==> src/torque_pkg.sv <==
// Shared widths, codes, defaults and timing for the torque and load detection block
package torque_pkg;

    localparam int SEL_W   = 4;
    localparam int LEVEL_W = 9;
    localparam int TIME_W  = 7;
    localparam int SPEED_W = 12;
    localparam int HOURS_W = 16;
    localparam int FUNC_W  = 8;

    // Selection codes of both detectors and the weakening function; only off and max are shared
    localparam logic [SEL_W-1:0] SEL_OFF        = 4'h0;
    localparam logic [SEL_W-1:0] SEL_MAX        = 4'h8;
    localparam logic [SEL_W-1:0] SEL_UNDER_MIN  = 4'h5;
    localparam logic [SEL_W-1:0] WEAK_ABOVE_MAX = 4'h4;

    // Levels in whole percent of the reference quantity
    localparam logic [LEVEL_W-1:0] LEVEL_MAX   = 9'h12c;
    localparam logic [LEVEL_W-1:0] LEVEL_DFLT  = 9'h096;
    localparam logic [LEVEL_W-1:0] HYST_PCT    = 9'h00a;

    // Times in tenths of a second
    localparam logic [TIME_W-1:0] TIME_MAX     = 7'h64;
    localparam logic [TIME_W-1:0] TIME_DFLT    = 7'h01;

    // Speed level in tenths of a percent of maximum frequency, signed
    localparam logic signed [SPEED_W-1:0] SPEED_LEVEL_MAX  = 12'sh44c;
    localparam logic signed [SPEED_W-1:0] SPEED_LEVEL_DFLT = 12'sh44c;
    localparam logic [HOURS_W-1:0]        START_HOURS_DFLT = 16'h0000;

    // Function codes of the analog input and the digital output
    localparam logic [FUNC_W-1:0] AIN_FUNC_LEVEL1 = 8'h07;
    localparam logic [FUNC_W-1:0] DOUT_FUNC_WEAK  = 8'h22;

    // Control modes
    localparam logic [1:0] MODE_VF  = 2'h0;
    localparam logic [1:0] MODE_OLV = 2'h1;
    localparam logic [1:0] MODE_CLV = 2'h2;

    // One time unit is 0.1 s
    localparam int CLK_PERIOD_NS = 50;
    localparam int TIME_UNIT_NS  = 100000000;
    localparam int TICK_CYCLES   = TIME_UNIT_NS / CLK_PERIOD_NS;
    localparam int TICK_W        = 21;

endpackage

==> src/detect_if.sv <==
// Link between a detector and its persistence timer
`timescale 1ns/1ns
interface detect_if;
    logic                           cond;
    logic                           qualify;
    logic                           tick;
    logic [torque_pkg::TIME_W-1:0]  limit;
    logic                           hit;

    modport timer (input cond, input qualify, input tick, input limit, output hit);
    modport user  (output cond, output qualify, output tick, output limit, input hit);
endinterface

==> src/persist_timer.sv <==
// Persistence timer counting time units while a qualified condition holds
`timescale 1ns/1ns
module persist_timer (
    input  wire logic   clk_sys,
    input  wire logic   sys_rst,
    detect_if.timer     link
);
    logic [torque_pkg::TIME_W-1:0] count_r;
    logic [torque_pkg::TIME_W-1:0] count_nxt;
    wire                           armed  = link.cond && link.qualify;
    wire                           full   = count_r >= link.limit;

    // Any lapse drops the count back to zero
    assign count_nxt = !armed ? '0 :                                           // RULE23
                       (link.tick && !full) ? count_r + 1'b1 : count_r;
    assign link.hit  = armed && full;                                          // RULE12

    always_ff @(posedge clk_sys)
    begin
        if (sys_rst)
            count_r <= '0;
        else
            count_r <= count_nxt;
    end
endmodule

==> src/level_check.sv <==
// Level comparison with hysteresis for over- or undertorque
`timescale 1ns/1ns
module level_check (
    input  wire logic [torque_pkg::LEVEL_W-1:0] meas,
    input  wire logic [torque_pkg::LEVEL_W-1:0] level,
    input  wire logic                           under,
    input  wire logic                           held,
    output wire logic                           cond
);
    wire [torque_pkg::LEVEL_W:0] measX  = {1'b0, meas};
    wire [torque_pkg::LEVEL_W:0] levelX = {1'b0, level};
    wire [torque_pkg::LEVEL_W:0] hystX  = {1'b0, torque_pkg::HYST_PCT};

    // Once detected the condition stays until it backs off by the hysteresis
    wire overCond  = held ? (measX + hystX > levelX) : (measX > levelX);      // RULE22
    wire underCond = held ? (measX < levelX + hystX) : (measX < levelX);      // RULE22

    assign cond = under ? underCond : overCond;
endmodule

==> src/torque_load_detection.sv <==
// Torque detectors 1 and 2 with mechanical weakening detection
// Functional notes
// RULE1 - Detect only after level exceeded past time
// RULE2 - Selection 0 to 8, zero disables
// RULE3 - Selections 1,3 overtorque only at speed agree
// RULE4 - Selections 2,4 overtorque whenever run active
// RULE5 - Alarm selections keep running, raise alarm
// RULE6 - Fault selections stop and latch fault
// RULE7 - Selections 5,7 undertorque at speed agree
// RULE8 - Selections 6,8 undertorque whenever run active
// RULE9 - Per-detector level 0 to 300 percent
// RULE10 - Analog function 7 replaces level 1 only
// RULE11 - Level reference: drive current, CLV motor current
// RULE12 - Detection time 0.0 to 10.0 s
// RULE13 - Weakening active once run hours reach start
// RULE14 - Weakening reuses detector 1 settings, own event
// RULE15 - Weakening selection: 1-4 above, 5-8 below
// RULE16 - Weakening 1,2,5,6 continue with alarm
// RULE17 - Weakening 3,4,7,8 stop with fault
// RULE18 - Unsigned weakening selections use absolute level
// RULE19 - Weakening speed level signed, +-110 percent
// RULE20 - Weakening condition persists for weakening time
// RULE21 - Digital output code 22 shows weakening
// RULE22 - Ten percent hysteresis before condition clears
// RULE23 - Timer restarts whenever condition lapses
// RULE24 - Alarms self-clear, faults held until reset
`timescale 1ns/1ns
module torque_load_detection #(
    parameter int TICK_CYCLES = torque_pkg::TICK_CYCLES
) (
    input  wire logic                                  clk_sys,
    input  wire logic                                  sys_rst,
    input  wire logic                                  runCmd,
    input  wire logic                                  speedAgree,
    input  wire logic [1:0]                            controlMode,
    input  wire logic [torque_pkg::LEVEL_W-1:0]        currentPctDrive,
    input  wire logic [torque_pkg::LEVEL_W-1:0]        currentPctMotor,
    input  wire logic signed [torque_pkg::SPEED_W-1:0] outputSpeed,
    input  wire logic [torque_pkg::SEL_W-1:0]          detect1_select,
    input  wire logic [torque_pkg::SEL_W-1:0]          detect2_select,
    input  wire logic [torque_pkg::LEVEL_W-1:0]        detect1_level,
    input  wire logic [torque_pkg::LEVEL_W-1:0]        detect2_level,
    input  wire logic [torque_pkg::TIME_W-1:0]         detect1_time,
    input  wire logic [torque_pkg::TIME_W-1:0]         detect2_time,
    input  wire logic [torque_pkg::FUNC_W-1:0]         analog_input_function,
    input  wire logic [torque_pkg::LEVEL_W-1:0]        analogLevel,
    input  wire logic [torque_pkg::SEL_W-1:0]          weakening_select,
    input  wire logic signed [torque_pkg::SPEED_W-1:0] weakening_speed_level,
    input  wire logic [torque_pkg::TIME_W-1:0]         weakening_time,
    input  wire logic [torque_pkg::HOURS_W-1:0]        weakening_start_hours,
    input  wire logic [torque_pkg::HOURS_W-1:0]        cumulative_run_hours,
    input  wire logic [torque_pkg::FUNC_W-1:0]         digital_output_function,
    input  wire logic                                  faultReset,
    output logic                                       overtorque1_event,
    output logic                                       undertorque1_event,
    output logic                                       overtorque2_event,
    output logic                                       undertorque2_event,
    output logic                                       torque1Fault,
    output logic                                       torque2Fault,
    output logic                                       weakening_event,
    output logic                                       weakening_under_event,
    output logic                                       weakeningFault,
    output logic                                       weakeningActive,
    output logic                                       stopRequest,
    output logic                                       digitalOut
);
    typedef enum logic [1:0] {WEAK_IDLE, WEAK_ARMED, WEAK_TRIPPED} weak_state_t;

    // Time-unit prescaler; settings are not registered, so a setting change takes effect at once
    logic [torque_pkg::TICK_W-1:0] tickCnt_r;
    logic [torque_pkg::TICK_W-1:0] tickCnt_nxt;
    wire                           tickWrap = tickCnt_r >= torque_pkg::TICK_W'(TICK_CYCLES - 1);
    wire                           tick     = tickWrap;

    assign tickCnt_nxt = tickWrap ? '0 : tickCnt_r + 1'b1;

    always_ff @(posedge clk_sys)
    begin
        if (sys_rst)
            tickCnt_r <= '0;
        else
            tickCnt_r <= tickCnt_nxt;
    end

    // Measured quantity follows the control mode
    wire [torque_pkg::LEVEL_W-1:0] meas =
        (controlMode == torque_pkg::MODE_CLV) ? currentPctMotor : currentPctDrive; // RULE11

    // Analog input can only override detector 1
    wire useAnalog = analog_input_function == torque_pkg::AIN_FUNC_LEVEL1;
    wire [torque_pkg::LEVEL_W-1:0] level1Raw = useAnalog ? analogLevel : detect1_level; // RULE10

    // Levels above the documented span are held at the top of the span
    wire [torque_pkg::LEVEL_W-1:0] level1 =
        (level1Raw > torque_pkg::LEVEL_MAX) ? torque_pkg::LEVEL_MAX : level1Raw;  // RULE9
    wire [torque_pkg::LEVEL_W-1:0] level2 =
        (detect2_level > torque_pkg::LEVEL_MAX) ? torque_pkg::LEVEL_MAX : detect2_level; // RULE9

    wire [torque_pkg::TIME_W-1:0] time1 =
        (detect1_time > torque_pkg::TIME_MAX) ? torque_pkg::TIME_MAX : detect1_time; // RULE12
    wire [torque_pkg::TIME_W-1:0] time2 =
        (detect2_time > torque_pkg::TIME_MAX) ? torque_pkg::TIME_MAX : detect2_time; // RULE12
    wire [torque_pkg::TIME_W-1:0] timeW =
        (weakening_time > torque_pkg::TIME_MAX) ? torque_pkg::TIME_MAX : weakening_time; // RULE20

    // Per-detector decode
    logic [torque_pkg::SEL_W-1:0]   sel      [2];
    logic [torque_pkg::LEVEL_W-1:0] lvl      [2];
    logic [torque_pkg::TIME_W-1:0]  tim      [2];
    logic [1:0]                     selOn;
    logic [1:0]                     selUnder;
    logic [1:0]                     selFault;
    logic [1:0]                     qualify;
    logic [1:0]                     cond;
    logic [1:0]                     hit;
    logic [1:0]                     held_r;
    logic [1:0]                     faultLatch_r;
    logic [1:0]                     faultLatch_nxt;
    logic [1:0]                     overAlarm_r;
    logic [1:0]                     underAlarm_r;

    assign sel[0] = detect1_select;
    assign sel[1] = detect2_select;
    assign lvl[0] = level1;
    assign lvl[1] = level2;
    assign tim[0] = time1;
    assign tim[1] = time2;

    detect_if det0Link ();
    detect_if det1Link ();

    for (genvar d = 0; d < 2; d++)
    begin : g_det
        // Values above 8 are treated like 0
        assign selOn[d]    = sel[d] != torque_pkg::SEL_OFF && sel[d] <= torque_pkg::SEL_MAX; // RULE2
        assign selUnder[d] = sel[d] >= torque_pkg::SEL_UNDER_MIN;             // RULE7 RULE8
        // Codes 3,4,7,8 stop the drive, the rest only warn
        assign selFault[d] = sel[d] inside {4'h3, 4'h4, 4'h7, 4'h8};          // RULE5 RULE6
        // Odd codes wait for speed agree, even codes only need a run command
        assign qualify[d]  = selOn[d] && runCmd && (!sel[d][0] ? 1'b1 :        // RULE4 RULE8
                             speedAgree);                                       // RULE3 RULE7

        level_check u_level (
            .meas  (meas),
            .level (lvl[d]),
            .under (selUnder[d]),
            .held  (held_r[d]),
            .cond  (cond[d])
        );
    end

    // Fault types latch and stop; alarm types follow the condition
    wire [1:0] isFault;
    assign isFault = selFault;                                                 // RULE6

    assign det0Link.cond    = cond[0];
    assign det0Link.qualify = qualify[0];
    assign det0Link.tick    = tick;
    assign det0Link.limit   = tim[0];
    assign hit[0]           = det0Link.hit;
    assign det1Link.cond    = cond[1];
    assign det1Link.qualify = qualify[1];
    assign det1Link.tick    = tick;
    assign det1Link.limit   = tim[1];
    assign hit[1]           = det1Link.hit;

    persist_timer u_timer0 (
        .clk_sys (clk_sys),
        .sys_rst (sys_rst),
        .link    (det0Link)
    );

    persist_timer u_timer1 (
        .clk_sys (clk_sys),
        .sys_rst (sys_rst),
        .link    (det1Link)
    );

    // A new detection wins over a reset arriving in the same cycle
    assign faultLatch_nxt = (faultLatch_r & {2{!faultReset}}) | (hit & isFault); // RULE6 RULE24

    always_ff @(posedge clk_sys)
    begin
        if (sys_rst)
        begin
            held_r       <= '0;
            faultLatch_r <= '0;
            overAlarm_r  <= '0;
            underAlarm_r <= '0;
        end
        else
        begin
            held_r       <= hit;                                                // RULE22
            faultLatch_r <= faultLatch_nxt;
            overAlarm_r  <= hit & ~isFault & ~selUnder;                         // RULE1 RULE5 RULE24
            underAlarm_r <= hit & ~isFault & selUnder;                          // RULE1 RULE5 RULE24
        end
    end

    // Mechanical weakening
    logic [torque_pkg::SEL_W-1:0] wsel;
    assign wsel = weakening_select;

    wire wOn       = wsel != torque_pkg::SEL_OFF && wsel <= torque_pkg::SEL_MAX;  // RULE15
    wire wAbove    = wsel <= torque_pkg::WEAK_ABOVE_MAX;                          // RULE15
    wire wUnsigned = !wsel[0];                                                    // RULE18
    wire wFault    = wsel == 4'h3 || wsel == 4'h4 || wsel == 4'h7 || wsel == 4'h8; // RULE16 RULE17

    // Magnitudes are one bit wider so that the most negative value cannot wrap
    wire signed [torque_pkg::SPEED_W:0] spdX =
        {outputSpeed[torque_pkg::SPEED_W-1], outputSpeed};
    wire signed [torque_pkg::SPEED_W:0] lvlClip =
        (weakening_speed_level > torque_pkg::SPEED_LEVEL_MAX) ? torque_pkg::SPEED_LEVEL_MAX :
        (weakening_speed_level < -torque_pkg::SPEED_LEVEL_MAX) ? -torque_pkg::SPEED_LEVEL_MAX :
        weakening_speed_level;                                                   // RULE19
    wire signed [torque_pkg::SPEED_W:0] spdAbs = (spdX < 0) ? -spdX : spdX;
    wire signed [torque_pkg::SPEED_W:0] lvlAbs = (lvlClip < 0) ? -lvlClip : lvlClip;
    wire signed [torque_pkg::SPEED_W:0] spdCmp = wUnsigned ? spdAbs : spdX;     // RULE18
    wire signed [torque_pkg::SPEED_W:0] lvlCmp = wUnsigned ? lvlAbs : lvlClip;  // RULE18
    wire inRange = wAbove ? (spdCmp > lvlCmp) : (spdCmp < lvlCmp);              // RULE15

    wire hoursReached = cumulative_run_hours >= weakening_start_hours;          // RULE13

    weak_state_t wState_r;
    weak_state_t wState_nxt;
    logic        wFault_r;
    logic        wFault_nxt;
    logic        wOverAlarm_r;
    logic        wUnderAlarm_r;
    logic        wDetect;
    logic        digitalOut_r;

    detect_if weakLink ();

    // Torque condition, selection and run/agree qualification borrowed from detector 1
    assign weakLink.cond    = cond[0];                                          // RULE14
    assign weakLink.qualify = qualify[0] && wOn && inRange &&
                              wState_r != WEAK_IDLE;                            // RULE13 RULE14
    assign weakLink.tick    = tick;
    assign weakLink.limit   = timeW;                                            // RULE20
    assign wDetect          = weakLink.hit;

    persist_timer u_timerW (
        .clk_sys (clk_sys),
        .sys_rst (sys_rst),
        .link    (weakLink)
    );

    always_comb
    begin
        wState_nxt = wState_r;
        case (wState_r)
            WEAK_IDLE:
                if (hoursReached)
                    wState_nxt = WEAK_ARMED;                                     // RULE13
            WEAK_ARMED:
                if (!hoursReached)
                    wState_nxt = WEAK_IDLE;
                else if (wDetect && wFault)
                    wState_nxt = WEAK_TRIPPED;                                   // RULE17
            WEAK_TRIPPED:
                if (faultReset && !(wDetect && wFault))
                    wState_nxt = hoursReached ? WEAK_ARMED : WEAK_IDLE;         // RULE24
            default:
                wState_nxt = WEAK_IDLE;
        endcase
    end

    assign wFault_nxt = wState_nxt == WEAK_TRIPPED;

    always_ff @(posedge clk_sys)
    begin
        if (sys_rst)
        begin
            wState_r      <= WEAK_IDLE;
            wFault_r      <= 1'b0;
            wOverAlarm_r  <= 1'b0;
            wUnderAlarm_r <= 1'b0;
            digitalOut_r  <= 1'b0;
        end
        else
        begin
            wState_r      <= wState_nxt;
            wFault_r      <= wFault_nxt;
            wOverAlarm_r  <= wDetect && !wFault && !selUnder[0];                // RULE16 RULE24
            wUnderAlarm_r <= wDetect && !wFault && selUnder[0];                 // RULE16 RULE24
            digitalOut_r  <= (digital_output_function == torque_pkg::DOUT_FUNC_WEAK) &&
                             (wDetect || wFault_nxt);                           // RULE21
        end
    end

    // Outputs
    assign overtorque1_event     = overAlarm_r[0];
    assign undertorque1_event    = underAlarm_r[0];
    assign overtorque2_event     = overAlarm_r[1];
    assign undertorque2_event    = underAlarm_r[1];
    assign torque1Fault          = faultLatch_r[0];
    assign torque2Fault          = faultLatch_r[1];
    assign weakening_event       = wOverAlarm_r;
    assign weakening_under_event = wUnderAlarm_r;
    assign weakeningFault        = wFault_r;
    assign weakeningActive       = wState_r != WEAK_IDLE;
    // Stop is held while any fault stays latched
    assign stopRequest           = |faultLatch_r || wFault_r;                    // RULE6 RULE17
    assign digitalOut            = digitalOut_r;

endmodule

==> config.mk <==
export PLATFORM = sky130hd
export DESIGN_NAME = torque_load_detection
export DESIGN_NICKNAME = d
export VERILOG_FILES = /design/src/torque_pkg.sv /design/src/detect_if.sv /design/src/persist_timer.sv /design/src/level_check.sv /design/src/torque_load_detection.sv
export SDC_FILE = /design/constraint.sdc
export NUM_CORES = 1
export LEC_CHECK = 0
export ABC_AREA = 1
export BUFFER_PORTS_ARGS = -buffer_cell sky130_fd_sc_hd__buf_2
export CORE_ASPECT_RATIO = 0.5
export CORE_MARGIN = 8
export CORE_UTILIZATION = 55
export DETAILED_ROUTE_END_ITERATION = 10
export GPL_TIMING_DRIVEN = 0
export PLACE_DENSITY = 0.84
export SYNTH_ARGS = -nofsm -noshare
export SYNTH_HDL_FRONTEND = slang
export SYNTH_HIERARCHICAL = 1
export SYNTH_SLANG_ARGS = --single-unit
==> constraint.sdc <==
create_clock -name clk_sys -period 5.5 [get_ports clk_sys]
set_input_delay 1.1 -clock clk_sys [delete_from_list [all_inputs] [get_ports clk_sys]]
set_output_delay 1.1 -clock clk_sys [all_outputs]
set_load 0.01 [all_outputs]
==> out/metrics.yaml, run 1 <==
run_status:
  status: "finished clean"
finish:
  final_nets: 1711
  layout-drive-gt1-share_pct: 18.70
  stdcell_count: 1636
  n_antenna_cell: 0
  area_growth_pct: 17.10
  nFillCells: 1232
die:
  dieArea_um2: 18330
  ioPinCount: 169
  num_rows: 30
  die_w_um: 183.6
  dieHeight_um: 99.81
  start_util_pct: 56.70
  core_um2: 13630
clock_tree:
  numCtsBuffers: 5
  cts-root-buf: "clkbuf_16"
  clock_path_buffers: 2
  cts_max_level: 2
  cts_tree: "done"
  clock-sinks: 56
  cts_hold_buf: 0
  clk-insertion-delay-late_ns: 0.30
  path_clk_slew_ns: 0.07
worst_setup_path:
  ff2ff_setup_slack_ns: 3.10
  worst_setup_path_start_kind: "input pin"
  reg2reg_depth: 11
  path_class: "in -> reg"
  cp_slowest_cell: "ha_1"
  reg2reg_from: "tickCnt_r[0]"
  crit_top_cell: "nand2_1"
  max_stage_delay_ns: 0.30
  r2r-end: "u_timer1/count_r[5]"
  crit_fanout: 5
  cp-end-kind: "register"
  cp.required_ns: 5.74
  worst_ep_arrival_time_ns: 5.43
sta:
  worst_slew_pin_slew_ns: 0.5521
  fmax_ghz: 0.1929
  finalCriticalPeriod_ns: 5.184
  fin_setup_tns_ns: 0
  relSlewSlack_pct: 63.09
  setup_viol: 0
  slew_viol_final: 0
  hold_viol_final: 0
  rsz0062_at_grt: "false"
  fin_skew_ns: 0.006515
  holdWs_ns: 0.4874
  period_share_pct: 94.25
placement:
  place_hpwl_um: 16340
  placedCellCount: 1623
  place.gp.congestion: 0.8987
  port_buffers: 167
grt:
  grt_max_degree: 17
  grt_pass1_vias: 8048
  grt_pass1_wl_um: 33360
  overflow: 0
  track_usage_pct: 20.75
  antenna_found_initial: 0
pwr:
  leakage_uw: 0.005007
  vdd_drop_max_v: 0.0001146
  power.density_nw_per_um2: 146.2
  power_uw: 1323
synth:
  synth_edf_count: 0
  syn_area_um2: 7726
  synthCells: 1264
  synth_ff_type: "dfxtp_1"
  yosys-top-cells-count: "299 x nand2_1, 245 x inv_1, 142 x nor2_1"
  yosys_warnings: 6
  ys_ff_latch: 56
  synthTopCellsByArea: "ha_1 18%, nand2_1 15%, dfxtp_1 15%"
  yosysSeqAreaShare_pct: 14.51
  synth_top_area_share_pct: 17.98
  syn-num-nets: 1532
  ys_async_sr_fraction_pct: 0
  syn_avg_cell_area_um2: 6.112
  synth_cell_types: 49
  synth_largest_area_cell: "ha_1"
  yosysMostFrequentCell: "nand2_1"
route:
  firstDrtPassIters: 8
  wirelength_um: 19360
  drcViolationCount: 0
  route.antenna.remaining_nets: 0
  detail_route.iter0.violations: 366
  vias_per_cell: 5.030
  num_vias: 8229
  wire_per_inst_um: 11.83
worst_hold_path:
  min_to: "tickCnt_r[17]"
  whs_path_depth: 2
  holdCritStartpoint: "tickCnt_r[17]"
  hold_class: "reg -> reg"
flow_run:
  maxCapViolations: 0
placed cells by master, fill, tap and decap left out, types with 7 or more instances in the layout:
cell type / count
a21o_1: 7
a21oi_1: 47
buf_2: 172
buf_4: 9
clkbuf_1: 8
dfxtp_1: 56
ha_1: 111
inv_1: 244
inv_2: 12
mux2_2: 9
nand2_1: 298
nand2_2: 9
nand3_1: 78
nand4_1: 34
nor2_1: 142
nor2_2: 7
nor3_1: 34
o21ai_0: 26
or2_2: 10
xnor2_1: 12
xor2_1: 39
sequential cells by signal (all words and copies together), names as in the netlist, 2 cells and up:
signal / flops
faultLatch_r: 2
held_r: 2
overAlarm_r: 2
tickCnt_r: 21
u_timer0/count_r: 7
u_timer1/count_r: 7
u_timerW/count_r: 7
underAlarm_r: 2
wState_r: 2
worst max-delay path, delay by kind of cell:
kind / cells / cell delay, ns
simple gates: 19 / 1.81
compound gates: 8 / 1.24
buf+inv: 7 / 0.49
fa+ha+maj: 3 / 0.78
metrics by stage:
| step | worst slack (ns) | utilization, % | cell area (µm²) |
|---|---|---|---|
| finish | 0.3161 | 66.40 | 9047 |
| global route | 0.0007132 | 66.40 | 9047 |
| CTS | 0.09402 | 65.97 | 8989 |
| detailed placement | -0.2984 | 64.60 | 8802 |
| global placement | -0.1126 | 64.60 | 8802 |
| floorplan | 0.5618 | - | 7726 |
where the power goes:
| group | internal (µW) | switching (µW) | total, µW |
|---|---|---|---|
| Sequential | 408 | 2.32 | 410 |
| Clock | 240 | 143 | 383 |
| Combinational | 222 | 308 | 530 |
worst max-delay path by stage:
stage / start / endpoint / slack (ns)
global route: weakening_speed_level[3] / digitalOut / 0.0007
detailed placement: weakening_speed_level[3] / digitalOut / -0.30
floorplan: weakening_speed_level[3] / digitalOut / 0.56
CTS: weakening_speed_level[3] / digitalOut / 0.09
global placement: weakening_speed_level[3] / digitalOut / -0.11
finish: weakening_speed_level[3] / digitalOut / 0.32
metal layers:
metal  track usage [%]  up-vias  share of wire (%)
met5                 0        -                  0
li1                  -     4351                  -
met4             5.466        0                1.7
met3             2.632       32                4.5
met2             40.51      178                 51
met1             23.45     3668                 43
cell type report:
cell class | instances | area (µm²) | area share (%)
clock inverter | 1 | 30.03 | 0.3319
multi-input combinational | 928 | 5528 | 61.10
inverter | 259 | 972.2 | 10.75
clock buffer | 7 | 152.6 | 1.687
sequential | 56 | 1121 | 12.39
tap | 192 | 240.2 | 2.655
buffer | 21 | 130.1 | 1.438
timing repair buffer | 172 | 873.3 | 9.653
cell families (layout without fill, tap and decap cells):
family	count (synthesis)	after routing	share of synthesized area [%]
multiplexers	9	9	1.312
adder cells (fa/ha/maj)	111	111	17.98
XOR/XNOR	51	51	5.781
flip-flops	56	56	14.51
buffers and inverters	280	460	14.27
AO/OA/AOI/OAI	117	117	9.344
AND/OR/NAND/NOR	640	640	36.81
what timing repair did:
item | 4_1_cts | 5_1_grt
setup buffers | 0 | 5
endpoints found under the hold margin | 0 | 0
endpoints found under the setup margin | 1 | 12
gates resized for setup | 1 | 7
pin swaps | 0 | 2
Power figures use the tool's default switching activity.
==> run 2: changes to the inputs <==
clock period = 5 ns   (was 5.5 ns; I/O delays follow)
==> out/metrics.yaml, run 2 (synthesis results as in run 1) <==
finish:
  final_nets: 1715  # +0.23%
  final_cell_mix: "292 x nand2_1, 241 x inv_1, 172 x buf_2"
  layout-drive-gt1-share_pct: 20.93  # +2.2 points
  n_antenna_cell: 0  # unchanged
  stdcell_count: 1640  # +0.24%
  layout_commonest_cell: "nand2_1"
  largest-register: "tickCnt_r"
  utilization_pct: 67.70  # +1.3 points
  largest_register_ffs: 21  # unchanged
  area_growth_pct: 19.40
route:
  wire_per_inst_um: 12.11  # +2.4%
  num_vias: 8293  # +0.78%
  met2_length_um: 10170  # +3.1%
  drcViolationCount: 0  # unchanged
  firstDrtPassIters: 5  # -3
  wl_met3_um: 992  # +14%
  detail_route.iter0.violations: 456  # +25%
  wirelength_met1_um: 8389  # +1.2%
  route.antenna.remaining_nets: 0  # unchanged
  wirelength_um: 19870  # +2.6%
  highest_layer: "met4"
  vias_per_cell: 5.057  # +0.53%
worst_setup_path:
  crit_fanout: 5  # unchanged
  path_class: "in -> reg"
  cp-end-kind: "register"
  crit_top_cell: "nand2_1"
  cp_slowest_cell: "ha_1"
  worst_setup_path_start_kind: "input pin"
  path_buf_inv: 6  # -1
  cp.required_ns: 5.24  # -0.50 ns
  worst_ep_arrival_time_ns: 5.11  # -0.32 ns
  max_stage_delay_ns: 0.27  # -0.03 ns
  path_delay_family: "simple AND/OR/NAND/NOR gates"
placement:
  place_hpwl_um: 16340  # unchanged
  port_buffers: 167  # unchanged
  placedCellCount: 1623  # unchanged
  place.gp.congestion: 0.8987  # unchanged
sta:
  period_share_pct: 97.40
  fmax_ghz: 0.2053
  hold_viol_final: 0  # unchanged
  slew_viol_final: 0  # unchanged
  relSlewSlack_pct: 63.58  # +0.49 points
  fin_skew_ns: 0.006293  # -0.0002220 ns
  fin_setup_tns_ns: 0  # unchanged
  worst_slew_pin_slew_ns: 0.5448  # -0.007329 ns
  finalCriticalPeriod_ns: 4.870
  setup_viol: 0  # unchanged
pwr:
  leakage_uw: 0.005042  # +0.70%
  vdd_drop_max_v: 0.0001259  # +9.9%
  power.density_nw_per_um2: 162.1  # +11%
  comb_power_share_pct: 41.7  # +1.7 points
  p_sw_share_pct: 34.74  # +0.47 points
  p_seq_share_pct: 30.2  # -0.8 points
  intPower_uw: 976.0  # +12%
  switchingPower_uw: 519.6  # +15%
  clkPwrFrac_pct: 28.2  # -0.8 points
worst_hold_path:
  hold_class: "reg -> reg"
grt:
  overflow: 0  # unchanged
  antenna_found_initial: 0  # unchanged
  track_usage_pct: 20.79  # +0.031 points
  grt_max_degree: 17  # unchanged
  grt_pass1_wl_um: 33410  # +0.14%
  grt_pass1_vias: 8060  # +0.15%
die:
  dieArea_um2: 18330  # unchanged
  dieHeight_um: 99.81  # unchanged
  ioPinCount: 169  # unchanged
  num_rows: 30  # unchanged
  core_um2: 13630  # unchanged
  die_w_um: 183.6  # unchanged
  start_util_pct: 56.70  # unchanged
clock_tree:
  cts_hold_buf: 0  # unchanged
  cts-root-buf: "clkbuf_16"
  clock-sinks: 56  # unchanged
  clock_path_buffers: 2  # unchanged
  cts_tree: "done"
  path_clk_slew_ns: 0.07  # about the same
  clk-insertion-delay-late_ns: 0.30  # about the same
  numCtsBuffers: 5  # unchanged
  cts_max_level: 2  # unchanged
run_status:
  status: "finished clean"
flow_run:
  maxCapViolations: 0  # unchanged
==> run 2: power groups by stage <==
stage               logic (µW)  registers, µW  clock network (µW)
floorplan                  404            461                   0
global placement           540            461                   0
detailed placement         571            461                   0
CTS                        577            451                 430
global route               714            451                 441
finish                     623            451                 421
==> run 2: metal layers <==
layer  track usage (%)  vias up
met3             2.632       26
met1             23.49     3696
li1                  -     4368
met5                 0        -
met4             5.342        0
met2             40.62      203
==> run 2: worst reg2reg max path, stage by stage, from the launching register on <==
cell and delay, ns:
dfxtp_1 0.40, ha_1 0.21, nand3_1 0.20, nor2_1 0.24, nand4_1 0.14, nand3_1 0.42, inv_1 0.13, nor3_1 0.29
nand3_1 0.12, nand2_1 0.07, inv_1 0.03, nor2_1 0.08
==> run 2: repair_timing <==
action                     4_1_cts  5_1_grt
cloned                           0        0
pin swaps                        2       18
resized for setup                6       38
setup buffers                    3        6
setup endpoints to repair       13       20
==> run 2: final timing paths <==
kind,end,slack (ns),start,cells after the start
max,digitalOut,0.13,weakening_speed_level[3],37
min reg2reg,tickCnt_r[17],0.49,tickCnt_r[17],2
min,tickCnt_r[17],0.49,tickCnt_r[17],2
max reg2reg,u_timer1/count_r[5],2.61,tickCnt_r[0],11
==> run 2: cell type report <==
| type | count | area, µm² |
|---|---|---|
| tap | 192 | 240.2 |
| multi-input combinational | 928 | 5675 |
| sequential | 56 | 1121 |
| buffer | 21 | 130.1 |
| clock inverter | 1 | 30.03 |
| timing repair buffer | 176 | 903.4 |
| fill | 1197 | 4400 |
| clock buffer | 7 | 152.6 |
| inverter | 259 | 972.2 |
==> run 2: stage by stage <==
step	area [µm²]	total power, µW	hold WS [ns]	setup slack [ns]
6_report	9225	1496	0.4874	0.1301
5_1_grt	9225	1606	0.5244	-0.08938
4_1_cts	9021	1458	0.4848	0.02755
3_5_place_dp	8802	1032	0.4737	-0.6984
3_3_place_gp	8802	1001	0.4670	-0.5126
2_1_floorplan	7726	864.5	0.4414	0.1618
